==> src/verilog/cvd2_pkg.sv <==
package cvd2_pkg;

  // Register byte offsets
  localparam logic [7:0] REF_CTRL_OFS  = 8'h00; // fixed_reference_control
  localparam logic [7:0] CONV_CTRL_OFS = 8'h04; // converter2_control_zero
  localparam logic [7:0] CAP_SEL_OFS   = 8'h08; // extra_sample_cap_select
  localparam logic [7:0] MODE_OFS      = 8'h0C; // double sample, RC clock
  localparam logic [7:0] IRQ_STAT_OFS  = 8'h10; // sticky events, read clears
  localparam logic [7:0] IRQ_MASK_OFS  = 8'h14; // interrupt mask
  localparam logic [7:0] RESULT_OFS    = 8'h18; // last transferred result

  // Field positions
  localparam int REF_EN_BIT     = 7;
  localparam int REF_RDY_BIT    = 6;
  localparam int TEMP_EN_BIT    = 5;
  localparam int TEMP_RNG_BIT   = 4;
  localparam int GAIN_LSB       = 0;
  localparam int CHAN_LSB       = 2;
  localparam int GO_BIT         = 1;
  localparam int ENABLE_BIT     = 0;
  localparam int DSEN_BIT       = 0;
  localparam int RCSEL_BIT      = 1;
  localparam int EVT_DONE_BIT   = 0;
  localparam int EVT_ABORT_BIT  = 1;

  // Values after reset
  localparam logic [7:0] REG_RESET    = 8'h00;
  localparam logic [1:0] EVT_RESET    = 2'h0;

  // Gain codes
  localparam logic [1:0] GAIN_OFF0 = 2'h0;
  localparam logic [1:0] GAIN_X1   = 2'h1; // 1.024V
  localparam logic [1:0] GAIN_X2   = 2'h2; // 2.048V
  localparam logic [1:0] GAIN_OFF3 = 2'h3;

  // Channel codes
  localparam logic [4:0] CH_LAST_LOW  = 5'h02;
  localparam logic [4:0] CH_FIRST_HI  = 5'h14;
  localparam logic [4:0] CH_LAST_HI   = 5'h1A;
  localparam logic [4:0] CH_POS_REF   = 5'h1B;
  localparam logic [4:0] CH_TEMP      = 5'h1D;
  localparam logic [4:0] CH_FIXED_REF = 5'h1F;

  // Extra capacitor step in pF
  localparam int CAP_STEP_PF = 2;

  // Instruction cycle: four system clocks per instruction
  localparam int INSTR_CLKS = 4;

  typedef enum logic [2:0] {
    SEQ_IDLE,
    SEQ_RC_WAIT,
    SEQ_FIRST,
    SEQ_SECOND
  } cvd2_seq_type;

  // Legal channel codes
  function automatic logic chanLegal(input logic [4:0] code);
    chanLegal = (code <= CH_LAST_LOW)
      || (code >= CH_FIRST_HI && code <= CH_LAST_HI)
      || (code == CH_POS_REF) || (code == CH_TEMP) || (code == CH_FIXED_REF);
  endfunction

  // Gain code to output level code, off maps to zero
  function automatic logic [1:0] gainLevel(input logic [1:0] code);
    gainLevel = (code == GAIN_X1 || code == GAIN_X2) ? code : GAIN_OFF0;
  endfunction

endpackage

==> src/verilog/cvd2_ctrl.sv <==
// Notes on behaviour
// Reference gain code 01 gives 1.024V, 10 gives 2.048V, and 00 or 11 turn the output off.
// Channel bits 6..2 pick inputs 0-2, 20-26, positive ref, temp or buffer; others reserved.
// With the converter disabled every multiplexer input is disconnected.
// Setting status while enabled starts a conversion; on RC clock it waits an instruction.
// Hardware clears the status bit when the conversion completes.
// Clearing the status bit mid-conversion stops it, keeps the partial result, no done flag.
// With double sampling the status bit clears only after the second conversion.
// The 4-bit extra capacitor code adds 2pF a step, code 0000 off, 30pF at the top.
// While disabled the status bit reads zero and a set of it starts nothing.
`timescale 1ns/1ps
`default_nettype none
module cvd2_ctrl
  import cvd2_pkg::*;
#(
  parameter int RES_W = 10,
  parameter int INSTR = INSTR_CLKS
)
(
  input  wire logic             clk_sys,      // System clock, 100 MHz
  input  wire logic             rstn,         // Asynchronous reset, active low
  input  wire logic             wb_cyc_i,     // Wishbone cycle
  input  wire logic             wb_stb_i,     // Wishbone strobe
  input  wire logic             wb_we_i,      // Wishbone write
  input  wire logic [7:0]       wb_adr_i,     // Byte address
  input  wire logic [3:0]       wb_sel_i,     // Byte lanes
  input  wire logic [31:0]      wb_dat_i,     // Write data
  output logic      [31:0]      wb_dat_o,     // Read data
  output logic                  wb_ack_o,     // Acknowledge
  output logic                  irq,          // Level interrupt
  input  wire logic             refReadyIn,   // Reference ready from analog
  input  wire logic             convDone,     // Converter finished a conversion
  input  wire logic [RES_W-1:0] convData,     // Converter data, partial on abort
  output logic                  convStart,    // Pulse: begin a conversion
  output logic                  convAbort,    // Pulse: stop the conversion
  output logic                  muxConnect,   // Channel multiplexer connected
  output logic      [4:0]       muxChannel,   // Selected channel code
  output logic      [1:0]       refLevel,     // 0 off, 1 = 1x, 2 = 2x
  output logic                  refEnable,    // Reference enable
  output logic                  tempEnable,   // Temperature indicator enable
  output logic                  tempRange,    // Temperature range select
  output logic      [4:0]       extraCapPf    // Extra sample cap in pF
);

  logic                rstnSync;
  logic                instrTick;
  logic [7:0]          refCtrlQ;
  logic [4:0]          chanQ;
  logic                conv2EnableQ;
  logic                goQ;
  logic [3:0]          capCodeQ;
  logic                dsenQ;
  logic                rcSelQ;
  logic [1:0]          evtQ;
  logic [1:0]          maskQ;
  logic [RES_W-1:0]    resultQ;
  cvd2_seq_type        seqQ;
  logic                access;
  logic                wrEn;
  logic                rdEn;
  logic                wrCtrl;
  logic                startReq;
  logic                abortReq;
  logic                busy;
  logic                lastDone;
  logic [31:0]         rdData;
  logic                wrRef;
  logic                wrCap;
  logic                wrMode;
  logic                wrMask;
  logic                rdStat;

  cvd2_reset_sync uRst
  (
    .clk_sys  (clk_sys),
    .rstn     (rstn),
    .rstnSync (rstnSync)
  );

  cvd2_tick_div #(.DIV(INSTR)) uTick
  (
    .clk_sys (clk_sys),
    .rstn    (rstnSync),
    .tick    (instrTick)
  );

  // Bus decode; a request is taken in the cycle before ack
  assign access = wb_cyc_i && wb_stb_i && !wb_ack_o;
  assign wrEn   = access && wb_we_i && wb_sel_i[0];
  assign rdEn   = access && !wb_we_i;
  assign wrCtrl = wrEn && (wb_adr_i == CONV_CTRL_OFS);

  // Per-register strobes, shared by the store and clear paths
  assign wrRef  = wrEn && (wb_adr_i == REF_CTRL_OFS);
  assign wrCap  = wrEn && (wb_adr_i == CAP_SEL_OFS);
  assign wrMode = wrEn && (wb_adr_i == MODE_OFS);
  assign wrMask = wrEn && (wb_adr_i == IRQ_MASK_OFS);
  assign rdStat = rdEn && (wb_adr_i == IRQ_STAT_OFS);

  // Start needs the enable written in the same word
  assign busy     = (seqQ != SEQ_IDLE);
  assign startReq = wrCtrl && wb_dat_i[GO_BIT] && wb_dat_i[ENABLE_BIT] && !busy;
  // Clearing go or enable while running stops the conversion
  assign abortReq = busy && wrCtrl
    && (!wb_dat_i[GO_BIT] || !wb_dat_i[ENABLE_BIT]);
  // Final conversion of the sequence
  assign lastDone = convDone
    && ((seqQ == SEQ_SECOND) || (seqQ == SEQ_FIRST && !dsenQ));

  // Wishbone ack, one wait state, dropped the cycle after
  always_ff @(posedge clk_sys or negedge rstnSync)
  begin
    if (!rstnSync)
      wb_ack_o <= 1'b0;
    else
      wb_ack_o <= access;
  end

  // Read multiplexer; unmapped offsets read zero
  always_comb
  begin
    rdData = '0;
    unique case (wb_adr_i)
      REF_CTRL_OFS:
      begin
        rdData[7:0] = refCtrlQ;
        rdData[REF_RDY_BIT] = refReadyIn && refCtrlQ[REF_EN_BIT];
      end
      CONV_CTRL_OFS:
      begin
        rdData[CHAN_LSB +: 5] = chanQ;
        rdData[GO_BIT]        = goQ && conv2EnableQ;
        rdData[ENABLE_BIT]    = conv2EnableQ;
      end
      CAP_SEL_OFS:  rdData[3:0] = capCodeQ;
      MODE_OFS:
      begin
        rdData[DSEN_BIT]  = dsenQ;
        rdData[RCSEL_BIT] = rcSelQ;
      end
      IRQ_STAT_OFS: rdData[1:0] = evtQ;
      IRQ_MASK_OFS: rdData[1:0] = maskQ;
      RESULT_OFS:   rdData[RES_W-1:0] = resultQ;
      default:      rdData = '0;
    endcase
  end

  // Read data registered alongside ack
  always_ff @(posedge clk_sys or negedge rstnSync)
  begin
    if (!rstnSync)
      wb_dat_o <= '0;
    else if (rdEn)
      wb_dat_o <= rdData;
  end

  // Fixed reference control; ready bit is never stored
  always_ff @(posedge clk_sys or negedge rstnSync)
  begin
    if (!rstnSync)
      refCtrlQ <= REG_RESET;
    else if (wrRef)
    begin
      refCtrlQ <= wb_dat_i[7:0];
      refCtrlQ[REF_RDY_BIT] <= 1'b0;
      refCtrlQ[3:2] <= 2'b00;
    end
  end

  // Channel and enable fields
  always_ff @(posedge clk_sys or negedge rstnSync)
  begin
    if (!rstnSync)
    begin
      chanQ        <= REG_RESET[4:0];
      conv2EnableQ <= 1'b0;
    end
    else if (wrCtrl)
    begin
      chanQ        <= wb_dat_i[CHAN_LSB +: 5];
      conv2EnableQ <= wb_dat_i[ENABLE_BIT];
    end
  end

  // Status bit: set by a start, cleared by hardware at the end
  always_ff @(posedge clk_sys or negedge rstnSync)
  begin
    if (!rstnSync)
      goQ <= 1'b0;
    else if (startReq)
      goQ <= 1'b1;
    else if (abortReq)
      goQ <= 1'b0;
    else if (busy && lastDone)
      goQ <= 1'b0;
    else if (!busy)
      goQ <= 1'b0;
  end

  // Capacitor code and mode bits
  always_ff @(posedge clk_sys or negedge rstnSync)
  begin
    if (!rstnSync)
    begin
      capCodeQ <= REG_RESET[3:0];
      dsenQ    <= 1'b0;
      rcSelQ   <= 1'b0;
    end
    else
    begin
      if (wrCap)
        capCodeQ <= wb_dat_i[3:0];
      if (wrMode)
      begin
        dsenQ  <= wb_dat_i[DSEN_BIT];
        rcSelQ <= wb_dat_i[RCSEL_BIT];
      end
    end
  end

  // Mask register
  always_ff @(posedge clk_sys or negedge rstnSync)
  begin
    if (!rstnSync)
      maskQ <= EVT_RESET;
    else if (wrMask)
      maskQ <= wb_dat_i[1:0];
  end

  // Conversion sequencer
  always_ff @(posedge clk_sys or negedge rstnSync)
  begin
    if (!rstnSync)
      seqQ <= SEQ_IDLE;
    else if (abortReq)
      seqQ <= SEQ_IDLE;
    else
    begin
      unique case (seqQ)
        SEQ_IDLE:
          if (startReq)
            seqQ <= rcSelQ ? SEQ_RC_WAIT : SEQ_FIRST;
        SEQ_RC_WAIT:
          if (instrTick)
            seqQ <= SEQ_FIRST;
        SEQ_FIRST:
          if (convDone)
            seqQ <= dsenQ ? SEQ_SECOND : SEQ_IDLE;
        SEQ_SECOND:
          if (convDone)
            seqQ <= SEQ_IDLE;
        default:
          seqQ <= SEQ_IDLE;
      endcase
    end
  end

  // Converter strobes; second start follows the first done
  always_ff @(posedge clk_sys or negedge rstnSync)
  begin
    if (!rstnSync)
    begin
      convStart <= 1'b0;
      convAbort <= 1'b0;
    end
    else
    begin
      convStart <= !abortReq
        && ((startReq && !rcSelQ)
        || (seqQ == SEQ_RC_WAIT && instrTick)
        || (seqQ == SEQ_FIRST && convDone && dsenQ));
      convAbort <= abortReq;
    end
  end

  // Result transfer, also taken on abort as a partial value
  always_ff @(posedge clk_sys or negedge rstnSync)
  begin
    if (!rstnSync)
      resultQ <= '0;
    else if ((busy && convDone) || abortReq)
      resultQ <= convData;
  end

  // Sticky events; a new event beats the read clear
  always_ff @(posedge clk_sys or negedge rstnSync)
  begin
    if (!rstnSync)
      evtQ <= EVT_RESET;
    else
    begin
      if (rdStat)
        evtQ <= EVT_RESET;
      if (busy && lastDone && !abortReq)
        evtQ[EVT_DONE_BIT] <= 1'b1;
      if (abortReq)
        evtQ[EVT_ABORT_BIT] <= 1'b1;
    end
  end

  // Interrupt level from a flop
  always_ff @(posedge clk_sys or negedge rstnSync)
  begin
    if (!rstnSync)
      irq <= 1'b0;
    else
      irq <= |(evtQ & maskQ);
  end

  // Multiplexer controls; a reserved channel stays disconnected
  always_ff @(posedge clk_sys or negedge rstnSync)
  begin
    if (!rstnSync)
    begin
      muxConnect <= 1'b0;
      muxChannel <= '0;
    end
    else
    begin
      muxConnect <= conv2EnableQ && chanLegal(chanQ);
      muxChannel <= conv2EnableQ ? chanQ : 5'h00;
    end
  end

  // Reference and temperature controls, one cycle behind the register
  always_ff @(posedge clk_sys or negedge rstnSync)
  begin
    if (!rstnSync)
    begin
      refLevel   <= GAIN_OFF0;
      refEnable  <= 1'b0;
      tempEnable <= 1'b0;
      tempRange  <= 1'b0;
    end
    else
    begin
      refLevel   <= gainLevel(refCtrlQ[GAIN_LSB +: 2]);
      refEnable  <= refCtrlQ[REF_EN_BIT];
      tempEnable <= refCtrlQ[TEMP_EN_BIT];
      tempRange  <= refCtrlQ[TEMP_RNG_BIT];
    end
  end

  // Extra capacitor in pF; the top code still fits five bits
  always_ff @(posedge clk_sys or negedge rstnSync)
  begin
    if (!rstnSync)
      extraCapPf <= '0;
    else
      extraCapPf <= 5'(capCodeQ * CAP_STEP_PF);
  end

endmodule
`default_nettype wire

==> src/verilog/cvd2_reset_sync.sv <==
`timescale 1ns/1ps
`default_nettype none
module cvd2_reset_sync
(
  input  wire logic clk_sys,  // System clock
  input  wire logic rstn,     // Asynchronous reset, active low
  output logic      rstnSync  // Released after two edges
);

  logic stage1Q;

  // Two flops so release never lands near an edge
  always_ff @(posedge clk_sys or negedge rstn)
  begin
    if (!rstn)
    begin
      stage1Q  <= 1'b0;
      rstnSync <= 1'b0;
    end
    else
    begin
      stage1Q  <= 1'b1;
      rstnSync <= stage1Q;
    end
  end

endmodule
`default_nettype wire

==> src/verilog/cvd2_tick_div.sv <==
`timescale 1ns/1ps
`default_nettype none
module cvd2_tick_div
#(
  parameter int DIV = 4
)
(
  input  wire logic clk_sys,  // System clock
  input  wire logic rstn,     // Synchronised reset, active low
  output logic      tick      // One-cycle pulse every DIV clocks
);

  localparam int CW = (DIV > 1) ? $clog2(DIV) : 1;
  localparam logic [CW-1:0] LAST = CW'(DIV - 1);

  logic [CW-1:0] countQ;

  // Free running instruction-cycle divider
  always_ff @(posedge clk_sys or negedge rstn)
  begin
    if (!rstn)
    begin
      countQ <= '0;
      tick   <= 1'b0;
    end
    else
    begin
      countQ <= (countQ == LAST) ? '0 : countQ + 1'b1;
      tick   <= (countQ == LAST);
    end
  end

endmodule
`default_nettype wire
==> config.mk <==
export PLATFORM = sky130hd
export DESIGN_NAME = cvd2_ctrl
export DESIGN_NICKNAME = d
export VERILOG_FILES = /design/src/verilog/cvd2_pkg.sv /design/src/verilog/cvd2_ctrl.sv /design/src/verilog/cvd2_reset_sync.sv /design/src/verilog/cvd2_tick_div.sv
export SDC_FILE = /design/constraint.sdc
export NUM_CORES = 1
export LEC_CHECK = 0
export ABC_AREA = 1
export BUFFER_PORTS_ARGS = -buffer_cell sky130_fd_sc_hd__buf_4
export CAP_MARGIN = 0
export CORE_ASPECT_RATIO = 1.5
export CORE_MARGIN = 1
export CORE_UTILIZATION = 50
export CTS_BUF_LIST = sky130_fd_sc_hd__clkbuf_4 sky130_fd_sc_hd__clkbuf_8 sky130_fd_sc_hd__clkbuf_16
export CTS_CLUSTER_DIAMETER = 200
export DETAILED_ROUTE_END_ITERATION = 8
export HOLD_SLACK_MARGIN = 0.08
export PLACE_DENSITY_LB_ADDON = 0.05
export REMOVE_ABC_BUFFERS = 1
export SLEW_MARGIN = 30
export SYNTH_ARGS = -nofsm -noshare
export SYNTH_HDL_FRONTEND = slang
export SYNTH_SLANG_ARGS = --single-unit
==> constraint.sdc <==
create_clock -name clk_sys -period 2.4 [get_ports clk_sys]
set_input_delay 0.48 -clock clk_sys [delete_from_list [all_inputs] [get_ports clk_sys]]
set_output_delay 0.48 -clock clk_sys [all_outputs]
set_load 0.01 [all_outputs]
==> results_dict.tcl, run 1 <==
set metrics [dict create \
    status "completed" \
    grt_pass1_wl_mm 10.7 \
    drtPass1Iterations 4 \
    grtUsageTotal_pct 21.1 \
    grt_antenna_before_repair 0 \
    diodes 0 \
    cap_violations 0 \
    cts_root_buffer "clkbuf_8" \
    fmax_ghz 0.642 \
    cts_tree "built" \
    worst-path-max-fanout 14 \
    cts_max_level 3 \
    drive_gt1_share_pct 30.1 \
    synth_cell_type_count 37 \
    insertion_delay_ns 0.33 \
    grt_pass1_vias 2378 \
    wire_per_inst_um 12.6 \
    tightest_slew_ns 0.762 \
    hold_viol 0 \
    boundaryPins 113 \
    slew-limit-headroom_pct 49.0 \
    fin_nets 496 \
    via_per_inst 4.82 \
    cts-resized-gates 0 \
    max-vdd-ir-drop_mv 0.380 \
    syn-cell-area_um2 3330 \
    r2r_cells 5 \
    initial_core_util_pct 51.4 \
    rsz0062_at_grt "false" \
    final_antenna_net_count 0 \
    syn_avg_cell_area_um2 9.08 \
    critPathKind "reg2reg" \
    routed-via-count 2483 \
    finalClockSkew_ns 0.00861 \
    ys_ff_latch 68 \
    start_kind "register" \
    routed_wl_mm 6.50 \
    total_power_w 0.00257 \
    fin_ws_ns 0.843 \
    cts_made_buffers 9 \
    die_w_um 68.7 \
    final.setup.tns_ns 0 \
    p_leak_nw 2.23 \
    drtIter0Drc 97 \
    final_cells 515 \
    seq_area_frac_synth_pct 51.1 \
    powerDensity_nw_per_um2 641 \
    synth.area.top_cells "dfrtp_1, nand2_1, buf_4" \
    arrival_ns 1.81 \
    clockBufferDepth 2 \
    dieArea_um2 7000 \
    grt_max_degree 58 \
    rows 36 \
    yosysWarnings 0 \
    maxSlewViolCount 0 \
    critPathRequiredTime_ns 2.65 \
    syn2layout_area_growth_pct 20.5 \
    hold_ws_ns 0.138 \
    cts.sinks 68 \
    fp.dieH_um 102 \
    drc 0 \
    io_buffers 62 \
    setup_viol 0 \
    gp_congestion 0.820 \
    pre_cts_ws_ns 0.527 \
    grt-ovfl-total 0 \
    place_inst 498 \
    clkSlewWorstSetupHoldPaths_ns 0.07 \
    critPathCaptureType "register" \
    synth_top_cell_by_area "dfrtp_1" \
    synthCells 367 \
    yosysTopAreaCellShare_pct 51.1 \
    period_needed_ns 1.56 \
    hold_class "reg2async" \
    core_region_area_um2 6490 \
    dp_hpwl_mm 4.76 \
    fin_crit_sh_pct 64.9 \
]
==> state kept, by name, summed over array words and instances (netlist names), 2 cells and up <==
signal and cells:
chanQ 5, evtQ 2, capCodeQ 4, maskQ 2, wb_dat_o 10, resultQ 10
refLevel 2, refCtrlQ 5, extraCapPf 4, muxChannel 5, seqQ 2, uTick.countQ 2
==> synthesized netlist by cell type, drive strengths merged <==
cell	n
conb	2
buf	30
nand3b	1
or2	1
nand4	3
nand3	25
o31ai	3
nor3	4
a22o	1
o211ai	4
a211oi	1
clkbuf	1
o22ai	2
dfrtp	68
nor2	26
o21ai	34
ha	1
nand2	105
a21oi	4
inv	51
==> per-layer routing <==
metal	GRT usage [%]	share of wire, %
met1	27.0	42
met2	33.6	53
met3	3.91	3.8
met4	10.7	1.7
met5	0	0
==> final cells by class <==
type	count	area, µm²
clock buffer	11	151
inverter	51	191
multi-input combinational	239	1260
sequential	68	1700
clock inverter	5	106
fill	583	2470
timing repair buffer	65	503
tap	76	95.1
==> per-stage QoR <==
step,util (%),cell area [µm²]
after floorplan,-,3160
after global placement,57.8,3750
after detailed placement,57.8,3750
after CTS,61.9,4010
after global routing,61.9,4010
final,61.9,4010
==> final timing paths <==
kind,start,endpoint,slack [ns]
hold / removal,uRst.rstnSync,seqQ[1],0.14
max in group asynchronous,uRst.rstnSync,refLevel[1],1.69
hold reg to reg,uRst.rstnSync,seqQ[1],0.14
setup reg to reg,wb_ack_o,wb_dat_o[7],0.84
setup / recovery,wb_ack_o,wb_dat_o[7],0.84
min in group clk_sys,convData[9],resultQ[9],0.34
==> critical path: stages, from the launching register on <==
cell	delay, ns
dfrtp_1	0.38
nand3b_4	0.17
or2_1	0.44
inv_2	0.28
nor2_1	0.07
a21oi_1	0.14
==> timing repair <==
action	in CTS	in global routing
setup buffers	0	0
hold buffers	1	0
endpoints found under the hold margin	2	0
==> kinds of logic (layout without fill, tap and decap cells) <==
| group | after synthesis | after routing | share of synthesized area, % |
|---|---|---|---|
| AOI/OAI and AO/OA | 49 | 49 | 10.4 |
| buffers and inverters | 82 | 132 | 13.5 |
| adders and majority gates | 1 | 1 | 0.375 |
| other | 2 | 24 | 0.225 |
| and+or+nand+nor | 165 | 165 | 24.4 |
| DFF | 68 | 68 | 51.1 |
==> cells in the final DEF, fill, tap and decap left out, types with 5 or more instances in the layout <==
master	n
inv_1	47
buf_4	63
nand2_1	90
nand3_1	23
nor2_4	5
nor2_2	5
clkbuf_8	11
conb_1	24
o21ai_1	6
nand2_2	13
o21ai_0	12
o21ai_2	15
nor2_1	15
dfrtp_1	67
==> power by group <==
group,internal (W),switching (W)
logic,0.0000800,0.000115
registers,0.00118,0.0000196
clock network,0.000751,0.000427
No activity file was read; power rests on OpenSTA's default activity.
==> inputs of run 2 (changes only) <==
Settings changed: CORE_UTILIZATION 50 to 45.
Clock period 2.4 ns to 1.3 ns, I/O delays scaled along.
==> run 2 against run 1 <==
The run now ends with setup timing left. Total power up 79%. Critical endpoint is now resultQ[3]. Cell count grew 11%. Utilization down 1.6 points. Clock skew up 0.0022 ns. Non-clock buffer count rose by 31. Sequential share of layout area fell by 3.1 points. Critical path type unchanged. Critical path depth is 4 higher.
==> results_dict.tcl, run 2 (synthesized netlist as in run 1, its figures left out) <==
set metrics [dict create \
    final.setup.tns_ns -4.71 \
    top_regs "resultQ x10, wb_dat_o x10" \
    hold_viol 0 \
    rr_endpoint "resultQ[3]" \
    r2r_cells 9 \
    r2r_start "wb_ack_o" \
    fin_nets 527 \
    layout_commonest_cell "nand2_1" \
    diodes 0 \
    rows 38 \
    fin_crit_sh_pct 113 \
    rsz0062_at_grt "true" \
    grt_max_degree 32 \
    cts_made_buffers 9 \
    powerDensity_nw_per_um2 1070 \
    drive_gt1_share_pct 35.7 \
    critPathCaptureType "register" \
    final_antenna_net_count 0 \
    arrival_ns 1.76 \
    routed_wl_mm 6.80 \
    clockBufferDepth 2 \
    cap_violations 0 \
    setup_viol 46 \
    drtPass1Iterations 4 \
    io_buffers 62 \
    core_region_area_um2 7180 \
    place_inst 548 \
    boundaryPins 113 \
    cts.sinks 68 \
    cts_tree "built" \
    maxSlewViolCount 0 \
    clkSlewWorstSetupHoldPaths_ns 0.08 \
    drtIter0Drc 115 \
    n_fill_cell 671 \
    pre_cts_ws_ns -0.147 \
    grt_pass1_vias 2493 \
    p_leak_nw 2.39 \
    min_from "convData[4]" \
    insertion_delay_ns 0.36 \
    die_w_um 72.3 \
    critPathKind "reg2reg" \
    fmax_ghz 0.678 \
    dp_hpwl_mm 5.15 \
    hold_end "resultQ[4]" \
    final_cells 570 \
    status "finished with violations" \
    start_kind "register" \
    fp.dieH_um 107 \
    period_needed_ns 1.47 \
    hold_class "in2reg" \
    final_cell_mix "nand2_1, buf_4, dfrtp_1, inv_1, conb_1" \
    via_per_inst 4.48 \
    dieArea_um2 7760 \
    initial_core_util_pct 46.4 \
    hold_depth 3 \
    critPathRequiredTime_ns 1.59 \
    cts_max_level 3 \
    grt_pass1_wl_mm 11.3 \
    violations "setup timing" \
    worst-path-max-fanout 6 \
    routed-via-count 2556 \
    wire_per_inst_um 11.9 \
    fin_ws_ns -0.175 \
    drc 0 \
    cts_root_buffer "clkbuf_8" \
    gp_congestion 0.873 \
    grt-ovfl-total 0 \
    finalClockSkew_ns 0.0108 \
    rrSetupSlack_ns -0.17 \
    syn2layout_area_growth_pct 29.9 \
    max-vdd-ir-drop_mv 0.760 \
    grt_antenna_before_repair 0 \
    grtUsageTotal_pct 19.6 \
]
-- run 2: changes by cell type in the layout (fill, tap and decap cells not counted), sizes merged --
cell	delta
clkinvlp	+1
buf	+31
clkinv	+1
bufinv	-1
inv	-1
-- run 2: stage by stage --
step           util, %  hold slack, ns  cell area (µm²)  power (W)
4_1_cts           59.7          0.0887             4290    0.00465
3_3_place_gp      55.7          0.0426             4000    0.00264
5_1_grt           60.3          0.0927             4330    0.00481
6_report          60.3          0.0970             4330    0.00461
2_1_floorplan        -         -0.0356             3160    0.00245
3_5_place_dp      55.7          0.0428             4000    0.00264
-- run 2: layout make-up --
| class | instances | area, µm² | area share (%) |
|---|---|---|---|
| sequential | 68 | 1700 | 39.3 |
| multi-input combinational | 239 | 1290 | 29.8 |
| timing repair buffer | 96 | 779 | 18.0 |
| inverter | 51 | 194 | 4.48 |
| clock buffer | 11 | 151 | 3.50 |
| tap | 100 | 125 | 2.89 |
| clock inverter | 5 | 83.8 | 1.94 |
-- run 2: worst max-delay path, stage by stage, from the launching register on --
cell and delay [ns]:
dfrtp_1 0.39, nand3b_4 0.17, buf_6 0.12, nor2_4 0.17, nand3_4 0.15, o21ai_4 0.11
buf_4 0.14, buf_6 0.09, nand2_2 0.04, o21ai_2 0.04
-- run 2: repair_timing --
action,4_1_cts,5_1_grt
setup endpoints to repair,45,46
hold endpoints to repair,2,0
pin swaps,1,3
setup buffers,1,4
hold buffers,1,0
gates resized for setup,12,4
-- run 2: worst max-delay path by stage --
stage / startpoint / to / slack [ns] / cells past startpoint
final: wb_ack_o / resultQ[3] / -0.17 / 9
after global routing: wb_ack_o / resultQ[9] / -0.27 / 8
after CTS: wb_ack_o / resultQ[8] / -0.17 / 8
after detailed placement: wb_ack_o / resultQ[8] / -0.15 / 8
after global placement: wb_ack_o / resultQ[9] / -0.12 / 8
after floorplan: uRst.rstnSync / capCodeQ[0] / -0.73 / 0
-- run 2: report_power, final --
| group | leakage (nW) | total [W] | internal (W) | switching [W] |
|---|---|---|---|---|
| combinational | 1.37 | 0.000399 | 0.000179 | 0.000220 |
| sequential | 0.903 | 0.00221 | 0.00218 | 0.0000369 |
| clock | 0.112 | 0.00200 | 0.00119 | 0.000812 |
-- run 2: per-layer routing --
metal / wire, µm / share of wire, % / track usage (%) / vias to the layer above
met3: 356 / 5.2 / 6.55 / 11
met2: 3490 / 51 / 32.0 / 66
met4: 140 / 2.1 / 8.12 / 0
li1: - / - / - / 1305
met1: 2820 / 41 / 23.4 / 1174
met5: 0 / 0 / 0 / -
==> inputs of run 3 (changes only) <==
Settings changed: GPL_TIMING_DRIVEN set to 0.
==> run 3 against run 2 <==
The run still ends with setup timing left. Clock skew down 0.0044 ns. Total power decreased by 9.3%. Sequential power about the same. Sequential share of layout area down 0.067 points. First-iteration DRC count grew 70%. Worst setup slack improved by 0.10 ns. Flip-flop and latch count stayed put. Via count rose by 1.6%. Combinational power grew 4%. Cell area rose by 0.32%. Critical endpoint is now seqQ[0]. Routed wire length is 8.2% higher.
==> results_dict.tcl, run 3 (synthesized netlist as in run 1, its figures left out) <==
set metrics [dict create \
    status "finished with violations" \
    violations "setup timing" \
    fin_crit_sh_pct 106 \
    critPathRequiredTime_ns 1.54 \
    initial_core_util_pct 46.4 \
    grt-ovfl-total 0 \
    p_leak_nw 2.39 \
    grt_max_degree 51 \
    cts_root_buffer "clkbuf_8" \
    grt_pass1_vias 2498 \
    dp_hpwl_mm 4.80 \
    boundaryPins 113 \
    utilization_pct 60.5 \
    core_region_area_um2 7180 \
    fmax_ghz 0.727 \
    die_w_um 72.3 \
    hold_depth 3 \
    setup_viol 28 \
    cts_tree "built" \
    hold_class "in2reg" \
    powerDensity_nw_per_um2 963 \
    routed_wl_mm 7.36 \
    final_antenna_net_count 0 \
    io_buffers 62 \
    hold_end "resultQ[2]" \
    r2r_start "wb_ack_o" \
    fin_nets 511 \
    drtPass1Iterations 5 \
    dieArea_um2 7760 \
    clockBufferDepth 2 \
    syn2layout_area_growth_pct 30.3 \
    drtIter0Drc 196 \
    clkSlewWorstSetupHoldPaths_ns 0.07 \
    rsz0062_at_grt "true" \
    start_kind "register" \
    critPathKind "reg2reg" \
    maxSlewViolCount 0 \
    finalClockSkew_ns 0.00647 \
    slowest_stage "dfrtp_1" \
    r2r_cells 8 \
    rrSetupSlack_ns -0.08 \
    diodes 0 \
    critPathCaptureType "register" \
    final_cell_mix "nand2_1, dfrtp_1, buf_4, inv_1, conb_1" \
    via_per_inst 4.69 \
    insertion_delay_ns 0.35 \
    routed-via-count 2598 \
    drc 0 \
    cts_made_buffers 9 \
    arrival_ns 1.62 \
    cap_violations 0 \
    grt_antenna_before_repair 0 \
    worst-path-max-fanout 4 \
    rr_endpoint "seqQ[0]" \
    grtUsageTotal_pct 20.7 \
    cts_max_level 3 \
    gp_congestion 0.808 \
    wire_per_inst_um 13.3 \
    hold_viol 0 \
    max_stage_delay_ns 0.38 \
    crit_top_cell "nand2_1" \
    top_regs "resultQ x10, wb_dat_o x10" \
    max-vdd-ir-drop_mv 0.808 \
    cts.sinks 68 \
    grt_pass1_wl_mm 12.0 \
    period_needed_ns 1.38 \
    drive_gt1_share_pct 37.9 \
    rows 38 \
    layout_commonest_cell "nand2_1" \
    min_from "convData[2]" \
    fp.dieH_um 107 \
    fin_ws_ns -0.0754 \
    pre_cts_ws_ns -0.364 \
    n_fill_cell 652 \
    regArea_um2 1710 \
    multiInputGateArea_um2 1490 \
    path_cells "nand3b_4, nor2_4, buf_6, nand3_4, nand2_1, inv_1, nand3_1, nand2_1" \
]
[run 3: cell count changes in the layout (fill, tap and decap cells not counted), sizes merged]
cell and delta:
o21ai +3, clkinv +4, nand2 +1, inv -1
bufinv -2, nand3 +1, buf -21, clkinvlp -1
[run 3: critical path, delay by kind of cell, from the launching register on]
family | cells | cell delay [ns]
buf+inv | 2 | 0.18
flops | 1 | 0.38
simple gates | 6 | 0.71
[run 3: report_power, final]
part	leakage [nW]	internal, W	switching [W]
Sequential	0.903	0.00218	0.0000438
Clock	0.0923	0.000751	0.000794
Combinational	1.40	0.000176	0.000239
[run 3: timing repair]
| action | 4_1_cts | 5_1_grt |
|---|---|---|
| gates resized for setup | 23 | 39 |
| hold buffers | 1 | 0 |
| endpoints found under the hold margin | 2 | 0 |
| cloned | 5 | 0 |
| endpoints found under the setup margin | 45 | 43 |
| pin swaps | 3 | 15 |
| setup buffers | 7 | 4 |
[run 3: layout make-up]
class                      instances  area share, %
sequential                        68           39.3
multi-input combinational        244           34.3
timing repair buffer              75           14.6
inverter                          51           5.01
clock buffer                      11           3.34
tap                              100           2.88
clock inverter                     5          0.634
[run 3: layer usage]
metal / routed length (µm) / track usage (%)
met2: 3770 / 34.0
met1: 3110 / 25.6
met3: 329 / 5.24
met4: 148 / 9.10
met5: 0 / 0
[run 3: per-stage QoR]
step                instance area (µm²)  total power, W  instances  hold WS (ns)  TNS [ns]
CTS                                4160         0.00418        550        0.0878     -1.87
finish                             4340         0.00418        554         0.103    -0.965
floorplan                          3160         0.00245        358       -0.0356    -50.17
detailed placement                 3780         0.00262        521        0.0435     -9.25
global route                       4340         0.00436        554         0.105     -4.55
global placement                   3750         0.00260        520        0.0432   -108.39
[run 3: worst max-delay path by stage]
stage,from,endpoint,slack [ns],depth (start not counted)
2_1_floorplan,uRst.rstnSync,capCodeQ[0],-0.73,0
3_3_place_gp,uRst.rstnSync,muxChannel[0],-1.52,0
3_5_place_dp,wb_ack_o,resultQ[7],-0.36,6
4_1_cts,wb_ack_o,dsenQ,-0.09,6
5_1_grt,wb_ack_o,rcSelQ,-0.16,6
6_report,wb_ack_o,seqQ[0],-0.08,8
